File: src/upload_ctrl_defs.svh
// Offsets, field positions and reset values of the upload control register.
// Assumes inclusion by bare name from the package and the design module.
`ifndef UPLOAD_CTRL_DEFS_SVH
`define UPLOAD_CTRL_DEFS_SVH

// ****************************************************************
// Register map
// ****************************************************************
`define MAIN_CONTROL_SECOND_OFFSET 12'h100
`define RESP_OKAY                  2'h0
`define RESP_SLVERR                2'h2

// ****************************************************************
// Field positions
// ****************************************************************
`define MASK_MSB                   31
`define MASK_LSB                   16
`define FLAG_MSB                   15
`define FLAG_LSB                   11
`define LOAD_MSB                   10
`define LOAD_LSB                   0
`define LOAD_TWO_WIRE              0
`define LOAD_EXPANSION_BUS         1
`define LOAD_VIDEO_CHAN1           2
`define LOAD_VIDEO_CHAN2           3
`define LOAD_VIDEO_CHAN3           4
`define LOAD_SCALER_VERTICAL       5
`define LOAD_SCALER_HORIZONTAL     6
`define LOAD_RESERVED              7
`define LOAD_RATIO_SCALER          8
`define LOAD_PORT_A_STREAM         9
`define LOAD_PORT_B_STREAM         10

// Upload bits that exist; position seven is reserved.
`define LOAD_VALID_MASK            11'h77f

// ****************************************************************
// Working register offsets served by each upload group
// ****************************************************************
`define WORK_PORT_INIT             8'h50
`define WORK_PORT_STREAM           8'h54
`define WORK_RATIO_SCALER          8'h58
`define WORK_SCALER_CTRL           8'h5c
`define WORK_SCALER_VSCALE         8'h60
`define WORK_SCALER_VGAIN          8'h64
`define WORK_SCALER_HPRE           8'h68
`define WORK_SCALER_HFINE          8'h6c
`define WORK_BCS_CTRL              8'h70
`define WORK_COLOUR_KEY            8'h74
`define WORK_OUT_FORMAT_CLIP       8'h78
`define WORK_CHAN1_FIRST           8'h00
`define WORK_CHAN1_LAST            8'h14
`define WORK_CHAN2_FIRST           8'h18
`define WORK_CHAN2_LAST            8'h2c
`define WORK_CHAN3_FIRST           8'h30
`define WORK_CHAN3_LAST            8'h44
`define WORK_SHARED                8'h48
`define WORK_EXP_FIRST             8'h7c
`define WORK_EXP_LAST              8'h88
`define WORK_TWO_WIRE_FIRST        8'h8c
`define WORK_TWO_WIRE_LAST         8'h90

// ****************************************************************
// Reset values
// ****************************************************************
`define FLAG_RESET                 5'h00
`define LOAD_RESET                 11'h000

`endif

File: src/upload_ctrl_pkg.sv
// Types shared by the upload control register and its surroundings.
// Assumes the constants header is on the include path.
package upload_ctrl_pkg;
	`include "upload_ctrl_defs.svh"

	// One sequencer task's request for this register.
	typedef struct packed {
		logic [4:0]  flag_set;
		logic [4:0]  flag_clr;
		logic [10:0] load;
	} seq_req_s;

	// Upload strobes towards the shadow and working registers.
	typedef struct packed {
		logic        port_init;
		logic [10:0] load;
	} load_pulse_s;
endpackage

File: src/shadow_upload_control_register.sv
// Second main control register: masked writes, sequencer flags and upload triggers.
// Assumes an AXI4-Lite master on clk_sys and a shadow store that reports changed groups.
//
// Overview of operation
// - The upper sixteen bits of a write form a per-bit mask over the lower sixteen bits.
// - The mask bits always read back as zero.
// - Control bit seven is reserved, ignores writes and reads as zero.
// - The five flags in bits fifteen to eleven are set and cleared by software and both tasks.
// - Writing one to an upload bit uploads its changed group; reading it shows pending changes.
// - Bits ten and nine upload the stream settings of the second and first video port.
// - The dual port initial setting is uploaded only when bits nine and ten are set together.
// - Bit eight uploads the binary-ratio scaler control register.
// - Bit six uploads horizontal prescale, fine-scale and brightness/contrast/saturation.
// - Bit five uploads scaler control, vertical scale and gain, colour key, format and clip.
// - Bit four uploads the third video channel and its share of the shared register.
// - Bit three uploads the second video channel and its share of the shared register.
// - Bit two uploads the first video channel and its share of the shared register.
// - Bit one uploads the expansion bus registers and their share of the shared register.
// - Bit zero uploads the two-wire bus registers.
`timescale 1ns/1ps
`include "upload_ctrl_defs.svh"

module shadow_upload_control_register #(
	parameter int ADDR_W = 12
) (
	input  wire logic                       clk_sys,
	input  wire logic                       reset_n,
	input  wire logic [ADDR_W-1:0]          s_axi_awaddr,
	input  wire logic                       s_axi_awvalid,
	output logic                            s_axi_awready,
	input  wire logic [31:0]                s_axi_wdata,
	input  wire logic [3:0]                 s_axi_wstrb,
	input  wire logic                       s_axi_wvalid,
	output logic                            s_axi_wready,
	output logic [1:0]                      s_axi_bresp,
	output logic                            s_axi_bvalid,
	input  wire logic                       s_axi_bready,
	input  wire logic [ADDR_W-1:0]          s_axi_araddr,
	input  wire logic                       s_axi_arvalid,
	output logic                            s_axi_arready,
	output logic [31:0]                     s_axi_rdata,
	output logic [1:0]                      s_axi_rresp,
	output logic                            s_axi_rvalid,
	input  wire logic                       s_axi_rready,
	input  wire upload_ctrl_pkg::seq_req_s  task0_req,
	input  wire upload_ctrl_pkg::seq_req_s  task1_req,
	input  wire logic [10:0]                shadow_changed,
	output logic [4:0]                      seq_flag,
	output upload_ctrl_pkg::load_pulse_s    load_pulse
);
	import upload_ctrl_pkg::*;

	initial begin
		if (ADDR_W < 9 || ADDR_W > 32)
			$error("ADDR_W must hold the register offset");
	end

	// ****************************************************************
	// Functions
	// ****************************************************************
	localparam logic [ADDR_W-1:0] REG_ADDR = ADDR_W'(`MAIN_CONTROL_SECOND_OFFSET);

	function automatic logic is_reg(input logic [ADDR_W-1:0] addr);
		is_reg = (addr[ADDR_W-1:2] == REG_ADDR[ADDR_W-1:2]);
	endfunction

	function automatic logic [15:0] lanes(input logic [1:0] strb);
		lanes = {{8{strb[1]}}, {8{strb[0]}}};
	endfunction

	// ****************************************************************
	// Write channel
	// ****************************************************************
	logic              aw_held;
	logic              w_held;
	logic [ADDR_W-1:0] aw_addr;
	logic [31:0]       w_data;
	logic [3:0]        w_strb;
	logic              aw_fire;
	logic              w_fire;
	logic              do_write;
	logic              next_aw_held;
	logic              next_w_held;
	logic              next_bvalid;
	logic [ADDR_W-1:0] cur_addr;
	logic [31:0]       cur_data;
	logic [3:0]        cur_strb;

	assign aw_fire      = s_axi_awvalid && s_axi_awready;
	assign w_fire       = s_axi_wvalid && s_axi_wready;
	assign do_write     = (aw_held || aw_fire) && (w_held || w_fire);
	assign next_aw_held = (aw_held || aw_fire) && !do_write;
	assign next_w_held  = (w_held || w_fire) && !do_write;
	assign next_bvalid  = do_write || (s_axi_bvalid && !s_axi_bready);
	assign cur_addr     = aw_held ? aw_addr : s_axi_awaddr;
	assign cur_data     = w_held ? w_data : s_axi_wdata;
	assign cur_strb     = w_held ? w_strb : s_axi_wstrb;

	always_ff @(posedge clk_sys or negedge reset_n) begin
		if (!reset_n) begin
			aw_held <= 1'b0;
			w_held  <= 1'b0;
			aw_addr <= '0;
			w_data  <= 32'h0000_0000;
			w_strb  <= 4'h0;
		end else begin
			aw_held <= next_aw_held;
			w_held  <= next_w_held;
			if (aw_fire)
				aw_addr <= s_axi_awaddr;
			if (w_fire) begin
				w_data <= s_axi_wdata;
				w_strb <= s_axi_wstrb;
			end
		end
	end

	// Ready drops while a response is pending so only one write is ever in flight.
	always_ff @(posedge clk_sys or negedge reset_n) begin
		if (!reset_n) begin
			s_axi_awready <= 1'b0;
			s_axi_wready  <= 1'b0;
			s_axi_bvalid  <= 1'b0;
			s_axi_bresp   <= `RESP_OKAY;
		end else begin
			s_axi_awready <= !next_aw_held && !next_bvalid;
			s_axi_wready  <= !next_w_held && !next_bvalid;
			s_axi_bvalid  <= next_bvalid;
			if (do_write)
				s_axi_bresp <= is_reg(cur_addr) ? `RESP_OKAY : `RESP_SLVERR;
		end
	end

	// ****************************************************************
	// Masked write decode
	// ****************************************************************
	logic        reg_write;
	logic [15:0] bit_enable;
	logic [15:0] bit_value;
	logic [10:0] sw_load;
	logic [10:0] load_req;

	assign reg_write = do_write && is_reg(cur_addr);
	// A bit is touched only when both its mask lane and its control lane are strobed.
	assign bit_enable = cur_data[`MASK_MSB:`MASK_LSB] & lanes(cur_strb[3:2])
		& lanes(cur_strb[1:0]) & {16{reg_write}};
	assign bit_value  = cur_data[15:0];
	// Upload bits act on a written one only; a written zero does nothing.
	assign sw_load  = bit_enable[`LOAD_MSB:`LOAD_LSB] & bit_value[`LOAD_MSB:`LOAD_LSB];
	assign load_req = (sw_load | task0_req.load | task1_req.load) & `LOAD_VALID_MASK;

	// ****************************************************************
	// Sequencer flags
	// ****************************************************************
	logic [4:0] next_seq_flag;

	always_comb begin
		next_seq_flag = seq_flag;
		next_seq_flag = (next_seq_flag & ~bit_enable[`FLAG_MSB:`FLAG_LSB])
			| (bit_value[`FLAG_MSB:`FLAG_LSB] & bit_enable[`FLAG_MSB:`FLAG_LSB]);
		next_seq_flag = next_seq_flag & ~(task0_req.flag_clr | task1_req.flag_clr);
		// A task setting a flag wins over any clear in the same cycle.
		next_seq_flag = next_seq_flag | task0_req.flag_set | task1_req.flag_set;
	end

	always_ff @(posedge clk_sys or negedge reset_n) begin
		if (!reset_n)
			seq_flag <= `FLAG_RESET;
		else
			seq_flag <= next_seq_flag;
	end

	// ****************************************************************
	// Upload strobes and pending changes
	// ****************************************************************
	logic [10:0] pending;

	// Each strobe bit drives one group of working registers:
	// bit 10 port B stream, 9 port A stream, 8 ratio scaler, 6 horizontal scaler and
	// colour controls, 5 vertical scaler, key, format and clip, 4..2 video channels
	// three to one with their share of the shared register, 1 expansion bus with its
	// share, 0 two-wire bus.
	always_ff @(posedge clk_sys or negedge reset_n) begin
		if (!reset_n) begin
			load_pulse <= '0;
		end else begin
			load_pulse.load      <= load_req;
			load_pulse.port_init <= load_req[`LOAD_PORT_A_STREAM]
				&& load_req[`LOAD_PORT_B_STREAM];
		end
	end

	// A change that lands in the upload cycle stays pending, since the set wins.
	always_ff @(posedge clk_sys or negedge reset_n) begin
		if (!reset_n)
			pending <= `LOAD_RESET;
		else
			pending <= ((pending & ~load_req) | shadow_changed) & `LOAD_VALID_MASK;
	end

	// ****************************************************************
	// Read channel
	// ****************************************************************
	logic ar_fire;
	logic next_rvalid;

	assign ar_fire     = s_axi_arvalid && s_axi_arready;
	assign next_rvalid = ar_fire || (s_axi_rvalid && !s_axi_rready);

	always_ff @(posedge clk_sys or negedge reset_n) begin
		if (!reset_n) begin
			s_axi_arready <= 1'b0;
			s_axi_rvalid  <= 1'b0;
			s_axi_rdata   <= 32'h0000_0000;
			s_axi_rresp   <= `RESP_OKAY;
		end else begin
			s_axi_arready <= !next_rvalid;
			s_axi_rvalid  <= next_rvalid;
			if (ar_fire) begin
				if (is_reg(s_axi_araddr)) begin
					s_axi_rdata <= {16'h0000, seq_flag, pending};
					s_axi_rresp <= `RESP_OKAY;
				end else begin
					s_axi_rdata <= 32'h0000_0000;
					s_axi_rresp <= `RESP_SLVERR;
				end
			end
		end
	end
endmodule

File: config.mk
export PLATFORM = sky130hd
export DESIGN_NAME = shadow_upload_control_register
export DESIGN_NICKNAME = d
export VERILOG_FILES = /design/src/upload_ctrl_pkg.sv /design/src/shadow_upload_control_register.sv
export VERILOG_INCLUDE_DIRS = /design/src /design/src/src
export SDC_FILE = /design/constraint.sdc
export NUM_CORES = 1
export LEC_CHECK = 0
export BUFFER_PORTS_ARGS = -buffer_cell sky130_fd_sc_hd__buf_2
export CAP_MARGIN = 40
export CORE_UTILIZATION = 44
export CTS_CLUSTER_DIAMETER = 60
export DETAILED_ROUTE_END_ITERATION = 8
export GPL_ROUTABILITY_DRIVEN = 0
export PLACE_DENSITY_LB_ADDON = 0.08
export SYNTH_ARGS = -nofsm -noshare
export SYNTH_HDL_FRONTEND = slang
export SYNTH_SLANG_ARGS = --single-unit
File: constraint.sdc
create_clock -name clk_sys -period 2.2 [get_ports clk_sys]
set_clock_uncertainty 0.05 [all_clocks]
set_input_delay 0 -clock clk_sys [delete_from_list [all_inputs] [get_ports clk_sys]]
set_output_delay 0 -clock clk_sys [all_outputs]
set_load 0.05 [all_outputs]
# Yosys cells after proc, flatten, opt, wreduce, memory -nomap -nowiden
# Cells that the tools add are included.
[totals] register_bits=117 input_bits=120 wordCells=66
[classes] eq_ne=2 muxes=6 bitwise_logic=18 reduce_logical=23
[ops] operator="$and A16 B16 Y16" n=3
[ops] operator="$or A11 B11 Y11" n=3
[ops] operator="$mux W32" n=1
[ops] operator="$and A11 B11 Y11" n=2
[ops] operator="$eq A10 B7 Y1 const B" n=2
[ops] operator="$or A5 B5 Y5" n=4
[ops] operator="$mux W16" n=1
[ops] operator="$and A5 B5 Y5" n=3
[ops] operator="$logic_and A1 B1 Y1" n=12
[ops] operator="$mux W12" n=1
[ops] operator="$not A11 Y11" n=1
[ops] operator="$not A5 Y5" n=2
[ops] operator="$logic_not A1 Y1" n=7
[ops] operator="$logic_or A1 B1 Y1" n=4
[ops] operator="$mux W2" n=2
[ops] operator="$mux W4" n=1

# Depth between registers and ports, before layout
[depth] word_depth=11 mapped_depth=7

# Worst setup path after synthesis
# Ideal clock, no wire load.
[synth_path] kind="reg2reg" from="register s_axi_wready" to="register pending[4]" arrival_time_ns=1.689 required_ns=2.024 path_slack_ns=0.335 path_stages_with_launch=6 path_buffers=1 period_less_slack_ns=1.865 path_cell_list="dfrtp_1 > a21oi_1 > nor2_1 > o211ai_4 > buf_6 > a311o_1"
[synth_via] elab_chain_len=11
[synth_lines] item="start: declaration" line="shadow_upload_control_register.sv:34" rtl="output logic s_axi_wready,"
[synth_lines] item="start signal: assignment" line="shadow_upload_control_register.sv:127" rtl="s_axi_wready <= !next_w_held && !next_bvalid;"
[synth_lines] item="$logic_and A1 B1 Y1" line="shadow_upload_control_register.sv:90" rtl="assign w_fire = s_axi_wvalid && s_axi_wready;"
[synth_lines] item="$logic_or A1 B1 Y1" line="shadow_upload_control_register.sv:91" rtl="assign do_write = (aw_held || aw_fire) && (w_held || w_fire);"
[synth_lines] item="$logic_and A1 B1 Y1" line="shadow_upload_control_register.sv:91"
[synth_lines] item="$logic_and A1 B1 Y1" line="shadow_upload_control_register.sv:143" rtl="assign reg_write = do_write && is_reg(cur_addr);"
[synth_lines] item="$and A16 B16 Y16" line="shadow_upload_control_register.sv:145" rtl="assign bit_enable = cur_data[`MASK_MSB:`MASK_LSB] & lanes(cur_strb[3:2])"
[synth_lines] item="$and A11 B11 Y11" line="shadow_upload_control_register.sv:149" rtl="assign sw_load = bit_enable[`LOAD_MSB:`LOAD_LSB] & bit_value[`LOAD_MSB:`LOAD_LSB];"
[synth_lines] item="$or A11 B11 Y11 (2 in series)" line="shadow_upload_control_register.sv:150" rtl="assign load_req = (sw_load | task0_req.load | task1_req.load) & `LOAD_VALID_MASK;"
[synth_lines] item="$not A11 Y11" line="shadow_upload_control_register.sv:198" rtl="pending <= ((pending & ~load_req) | shadow_changed) & `LOAD_VALID_MASK;"
[synth_lines] item="$and A11 B11 Y11" line="shadow_upload_control_register.sv:198"
[synth_lines] item="$or A11 B11 Y11" line="shadow_upload_control_register.sv:198"
[synth_lines] item="end signal: assignment" line="shadow_upload_control_register.sv:196" rtl="pending <= `LOAD_RESET;"
[synth_lines] item="end signal: assignment" line="shadow_upload_control_register.sv:198"
[synth_lines] item="end: declaration" line="shadow_upload_control_register.sv:176" rtl="logic [10:0] pending;"
# Every way passes these cells.
# A chain may end at the register's enable or synchronous reset.

# Worst setup path in the final report
[layout_path] from="register w_held" to="register seq_flag[3]"
[layout_via] elab_chain_len=10 word_cells_on_any_way=15 cone_classes="mux: 2; bitwise: 10; reduce/logical: 3"
[layout_lines] item="start: declaration" line="shadow_upload_control_register.sv:75" rtl="logic w_held;"
[layout_lines] item="start signal: assignment" line="shadow_upload_control_register.sv:108" rtl="w_held <= next_w_held;"
[layout_lines] item="$mux W32, or another cell as far along" line="shadow_upload_control_register.sv:96" rtl="assign cur_data = w_held ? w_data : s_axi_wdata;"
[layout_lines] item="$and A16 B16 Y16 or $logic_and A1 B1 Y1 (tied branches)" line="shadow_upload_control_register.sv:145, shadow_upload_control_register.sv:91"
[layout_lines] item="$and A16 B16 Y16 or $logic_and A1 B1 Y1 (tied branches)" line="shadow_upload_control_register.sv:145, shadow_upload_control_register.sv:143"
[layout_lines] item="$and A16 B16 Y16" line="shadow_upload_control_register.sv:145"
[layout_lines] item="$not A5 Y5" line="shadow_upload_control_register.sv:159" rtl="next_seq_flag = (next_seq_flag & ~bit_enable[`FLAG_MSB:`FLAG_LSB])"
[layout_lines] item="$and A5 B5 Y5" line="shadow_upload_control_register.sv:159"
[layout_lines] item="$or A5 B5 Y5 *" line="shadow_upload_control_register.sv:159"
[layout_lines] item="$and A5 B5 Y5 *" line="shadow_upload_control_register.sv:161" rtl="next_seq_flag = next_seq_flag & ~(task0_req.flag_clr | task1_req.flag_clr);"
[layout_lines] item="$or A5 B5 Y5 * (2 in series)" line="shadow_upload_control_register.sv:163" rtl="next_seq_flag = next_seq_flag | task0_req.flag_set | task1_req.flag_set;"
[layout_lines] item="named net next_seq_flag[3]" line="shadow_upload_control_register.sv:155" rtl="logic [4:0] next_seq_flag;"
[layout_lines] item="end signal: assignment" line="shadow_upload_control_register.sv:168" rtl="seq_flag <= `FLAG_RESET;"
[layout_lines] item="end signal: assignment" line="shadow_upload_control_register.sv:170" rtl="seq_flag <= next_seq_flag;"
[layout_lines] item="end: declaration" line="shadow_upload_control_register.sv:48" rtl="output logic [4:0] seq_flag,"
# The timed path passes the listed nets; every way through them passes the cells marked *.

==> flow_metrics.env <==
export IMPL_grt_ovfl_total=0
export IMPL_postPlaceCellArea_um2=5050
export IMPL_final_cells=736
export IMPL_post_detailed_placement_half_perimeter_wirelength_um=6790
export IMPL_multi_input_area_um2=1670
export IMPL_power_leakage_nw=2.94
export IMPL_post_detailed_route_count_of_antenna_violating_nets=0
export IMPL_clock_tree_root_cell="clkbuf_8"
export IMPL_synth_edff_count=0
export IMPL_insertedDiodeCount=0
export IMPL_antenna_found_initial=0
export IMPL_mostFrequentLayoutCells="147 x buf_2, 100 x dlygate4sd3_1, 93 x dfrtp_1"
export IMPL_max_slew_margin_rel=0.566
export IMPL_initialDrtViolationCount=102
export IMPL_area_growth_syn_to_layout_pct=49.9
export IMPL_timing_rr_end="seq_flag[3]$_DFF_PN0_"
export IMPL_total_power_mw=5.54
export IMPL_vias=3599
export IMPL_synth_seq_cells=94
export IMPL_post_synth_top_area_cell="dfrtp_1"
export IMPL_post_route_cells_drive_above_1_share=0.371
export IMPL_p_int_mw=3.72
export IMPL_yosysTopAreaCellShare=0.562
export IMPL_synth_compound_area_share=0.158
export IMPL_seq_power_share=0.455
export IMPL_worstPathMaxFanout=6
export IMPL_power_switching_share=0.329
export IMPL_seqCellArea_um2=2350
export IMPL_yosysSeqAreaShare=0.562
export IMPL_timing_critical_path_from="w_held$_DFF_PN0_"
export IMPL_cts_path_max_buffers=2
export IMPL_placement_io_buffers=148
export IMPL_synth_adder_area_share=0
export IMPL_power_density_cell_area_nw_per_um2=882
export IMPL_setup_violations_final=0
export IMPL_netlist_area_um2=4190
export IMPL_synthMuxAreaShare=0.112
export IMPL_share_clk_of_total_power=0.212
export IMPL_number_of_cell_rows=35
export IMPL_grt_pass1_wl_um=17000
export IMPL_firstDrtPassIters=4
export IMPL_async_s_r_ff_share_synth=1.00
export IMPL_fp_dieArea_um2=9920
export IMPL_hold_end="seq_flag[2]$_DFF_PN0_"
export IMPL_pin_count_of_the_biggest_net_entering_global_routing=44
export IMPL_tritoncts_num_sinks=94
export IMPL_via_count_of_the_first_global_routing_pass=3598
export IMPL_finalNetCount=722
export IMPL_holdCritStartpoint="task0_req[18]"
export IMPL_global_route_usage_total=0.215
export IMPL_synth_top_family_by_area="compound AO/OA/AOI/OAI gates"
export IMPL_ff2ff_setup_slack_ns=0.1
export IMPL_switchingPower_mw=1.82
export IMPL_dominantRegCellSynth="dfrtp_1"
export IMPL_slew_viol_final=0
export IMPL_initial_utilization=0.453
export IMPL_xor_xnor_fraction_of_synth_area=0
export IMPL_synth_area_leaders="dfrtp_1 56%, mux2_2 11%, buf_4 3.8%"
export IMPL_i_o_pin_count=178
export IMPL_post_synthesis_share_of_cell_area_spent_on_and_or_nand_and_nor_gates=0.107
export IMPL_totalWireLength_um=10200
export IMPL_cp_arrival_ns=2.27
export IMPL_final_common_cell="buf_2"
export IMPL_setup_worst_path_class="reg2reg"
export IMPL_ys_warnings_count=0
export IMPL_capturing_element_type_of_the_critical_path="register"
export IMPL_peakVddDrop_v=0.000505
export IMPL_max_freq_mhz=476
export IMPL_hold_viol=0
export IMPL_finalWorstPathRequiredPeriod_ns=2.10
export IMPL_critical_path_reg2reg_startpoint="w_held$_DFF_PN0_"
export IMPL_yosys_cell_types_count=43
export IMPL_vias_per_std_cell=4.89
export IMPL_number_of_cells_on_the_worst_hold_path=4
export IMPL_postLayoutCellArea_um2=6280
export IMPL_worst_path_largest_cell_delay_ns=0.56
export IMPL_comb_power_share=0.332
export IMPL_clock_insertion_delay_worst_skew_ns=0.34
export IMPL_dp_cells=619
export IMPL_core_region_area_um2=9240
export IMPL_hold_path_class="in2reg"
export IMPL_cap_viol_max_count=0
export IMPL_worst_setup_hold_path_clk_slew_ns=0.09
export IMPL_cts_buf_count=9
export IMPL_wl_per_cell_um=13.9
export IMPL_layout_filler_cells=703
export IMPL_outcome="finished clean"
export IMPL_die_w_um=99.6
export IMPL_worst_path_max_delay_cell="dlygate4sd3_1"
export IMPL_cts_tree="built"
export IMPL_crit_path_cell_trace="nand3b_1 -> a211o_1 -> a211oi_1 -> o211ai_1 -> dlygate4sd3_1"
export IMPL_timing_worst_slew_pin_value_ns=0.651
export IMPL_syn_avg_cell_area_um2=12.1
export IMPL_drc=0
export IMPL_crit_path_start_kind="register"
export IMPL_timing_critical_path_required_ns=2.37
export IMPL_synthCells=346
export IMPL_h_tree_depth=3
export IMPL_dieHeight_um=99.6
export IMPL_r2r_cells=5
export IMPL_layout_worst_path_cycle_share=0.956
==> state kept, by name (all words and copies together), names as in the netlist <==
| name | flops |
|---|---|
| aw_addr | 10 |
| aw_held | 1 |
| load_pulse | 11 |
| pending | 10 |
| s_axi_arready | 1 |
| s_axi_awready | 1 |
| s_axi_bresp | 1 |
| s_axi_bvalid | 1 |
| s_axi_rdata | 15 |
| s_axi_rresp | 1 |
| s_axi_rvalid | 1 |
| s_axi_wready | 1 |
| seq_flag | 5 |
| w_data | 30 |
| w_held | 1 |
| w_strb | 4 |
==> repair_timing <==
| action | in CTS | in global routing |
|---|---|---|
| hold buffers | 100 | 0 |
| hold endpoints to repair | 116 | 0 |
| buffers inserted | 0 | 1 |
| endpoints found under the setup margin | 0 | 1 |
| resized for setup | 0 | 5 |
==> through the flow <==
stage | hold slack [ns] | setup TNS, ns | util | setup slack [ns]
3_5_place_dp | -0.0209 | 0 | 0.546 | 0.415
6_report | 0.0162 | 0 | 0.680 | 0.0970
4_1_cts | 0.00302 | 0 | 0.677 | 0.0660
3_3_place_gp | -0.0191 | 0 | 0.546 | 0.412
2_1_floorplan | -0.346 | 0 | - | 0.335
5_1_grt | 0.0291 | -0.0137 | 0.680 | -0.0137
==> critical path, delay by kind of cell, from the launching register on <==
family | cells | cell delay [ns]
flops | 1 | 0.45
simple gates | 1 | 0.24
compound gates | 3 | 0.68
buf+inv | 1 | 0.56
==> worst max-delay path by stage <==
stage | end | slack, ns | cells past startpoint
2_1_floorplan | pending[4]$_DFF_PN0_ | 0.33 | 5
3_3_place_gp | load_pulse[9]$_DFF_PN0_ | 0.41 | 4
3_5_place_dp | load_pulse[8]$_DFF_PN0_ | 0.41 | 4
4_1_cts | seq_flag[3]$_DFF_PN0_ | 0.07 | 5
5_1_grt | seq_flag[3]$_DFF_PN0_ | -0.01 | 5
6_report | seq_flag[3]$_DFF_PN0_ | 0.1 | 5
==> metal layers <==
metal / part of all wire / wire length, um / global-route usage / vias up
met3: 0.045 / 461 / 0.0344 / 10
met1: 0.47 / 4810 / 0.285 / 1702
li1: - / - / - / 1759
met5: 0 / 0 / 0 / -
met4: 0.0074 / 76 / 0.0566 / 0
met2: 0.48 / 4890 / 0.369 / 128
==> cell families (layout without fill, tap and decap cells) <==
group / Yosys count / after routing
mux: 42 / 42
flops: 94 / 94
simple gates: 79 / 79
other cells: 1 / 20
compound gates: 90 / 90
buf+inv: 40 / 282
==> final cells by class <==
class,count,share of cell area
Timing Repair Buffer,260,0.297
Clock buffer,12,0.0247
Tap cell,129,0.0257
Multi-Input combinational cell,231,0.266
Inverter,6,0.00359
Clock inverter,4,0.00857
Sequential cell,94,0.375
==> Yosys cell counts (2+ instances only) <==
library cell / number
nand4_1: 2
dfrtp_1: 94
nor2b_1: 5
a21oi_1: 3
clkbuf_1: 5
buf_4: 21
a22o_1: 15
inv_1: 6
nand2_1: 16
o2111ai_1: 4
o211ai_1: 2
nand3_1: 2
and4_1: 2
a32oi_1: 4
nor4_2: 3
o21ai_0: 25
nor2_1: 25
o32ai_1: 4
mux2i_1: 2
mux2_2: 40
nor4_1: 2
a21boi_0: 4
and3_1: 8
a31oi_1: 13
a311o_1: 7
buf_2: 5
buf_6: 2
and3b_1: 10
==> power groups by stage <==
stage | Combinational, mW | Clock [mW] | Sequential (mW)
finish | 1.84 | 1.18 | 2.52
global route | 2.00 | 1.30 | 2.59
CTS | 1.82 | 1.22 | 2.52
detailed placement | 1.68 | 0 | 2.55
global placement | 1.64 | 0 | 2.53
floorplan | 1.06 | 0 | 2.68
Note: power is estimated with default switching activity, not from simulation.
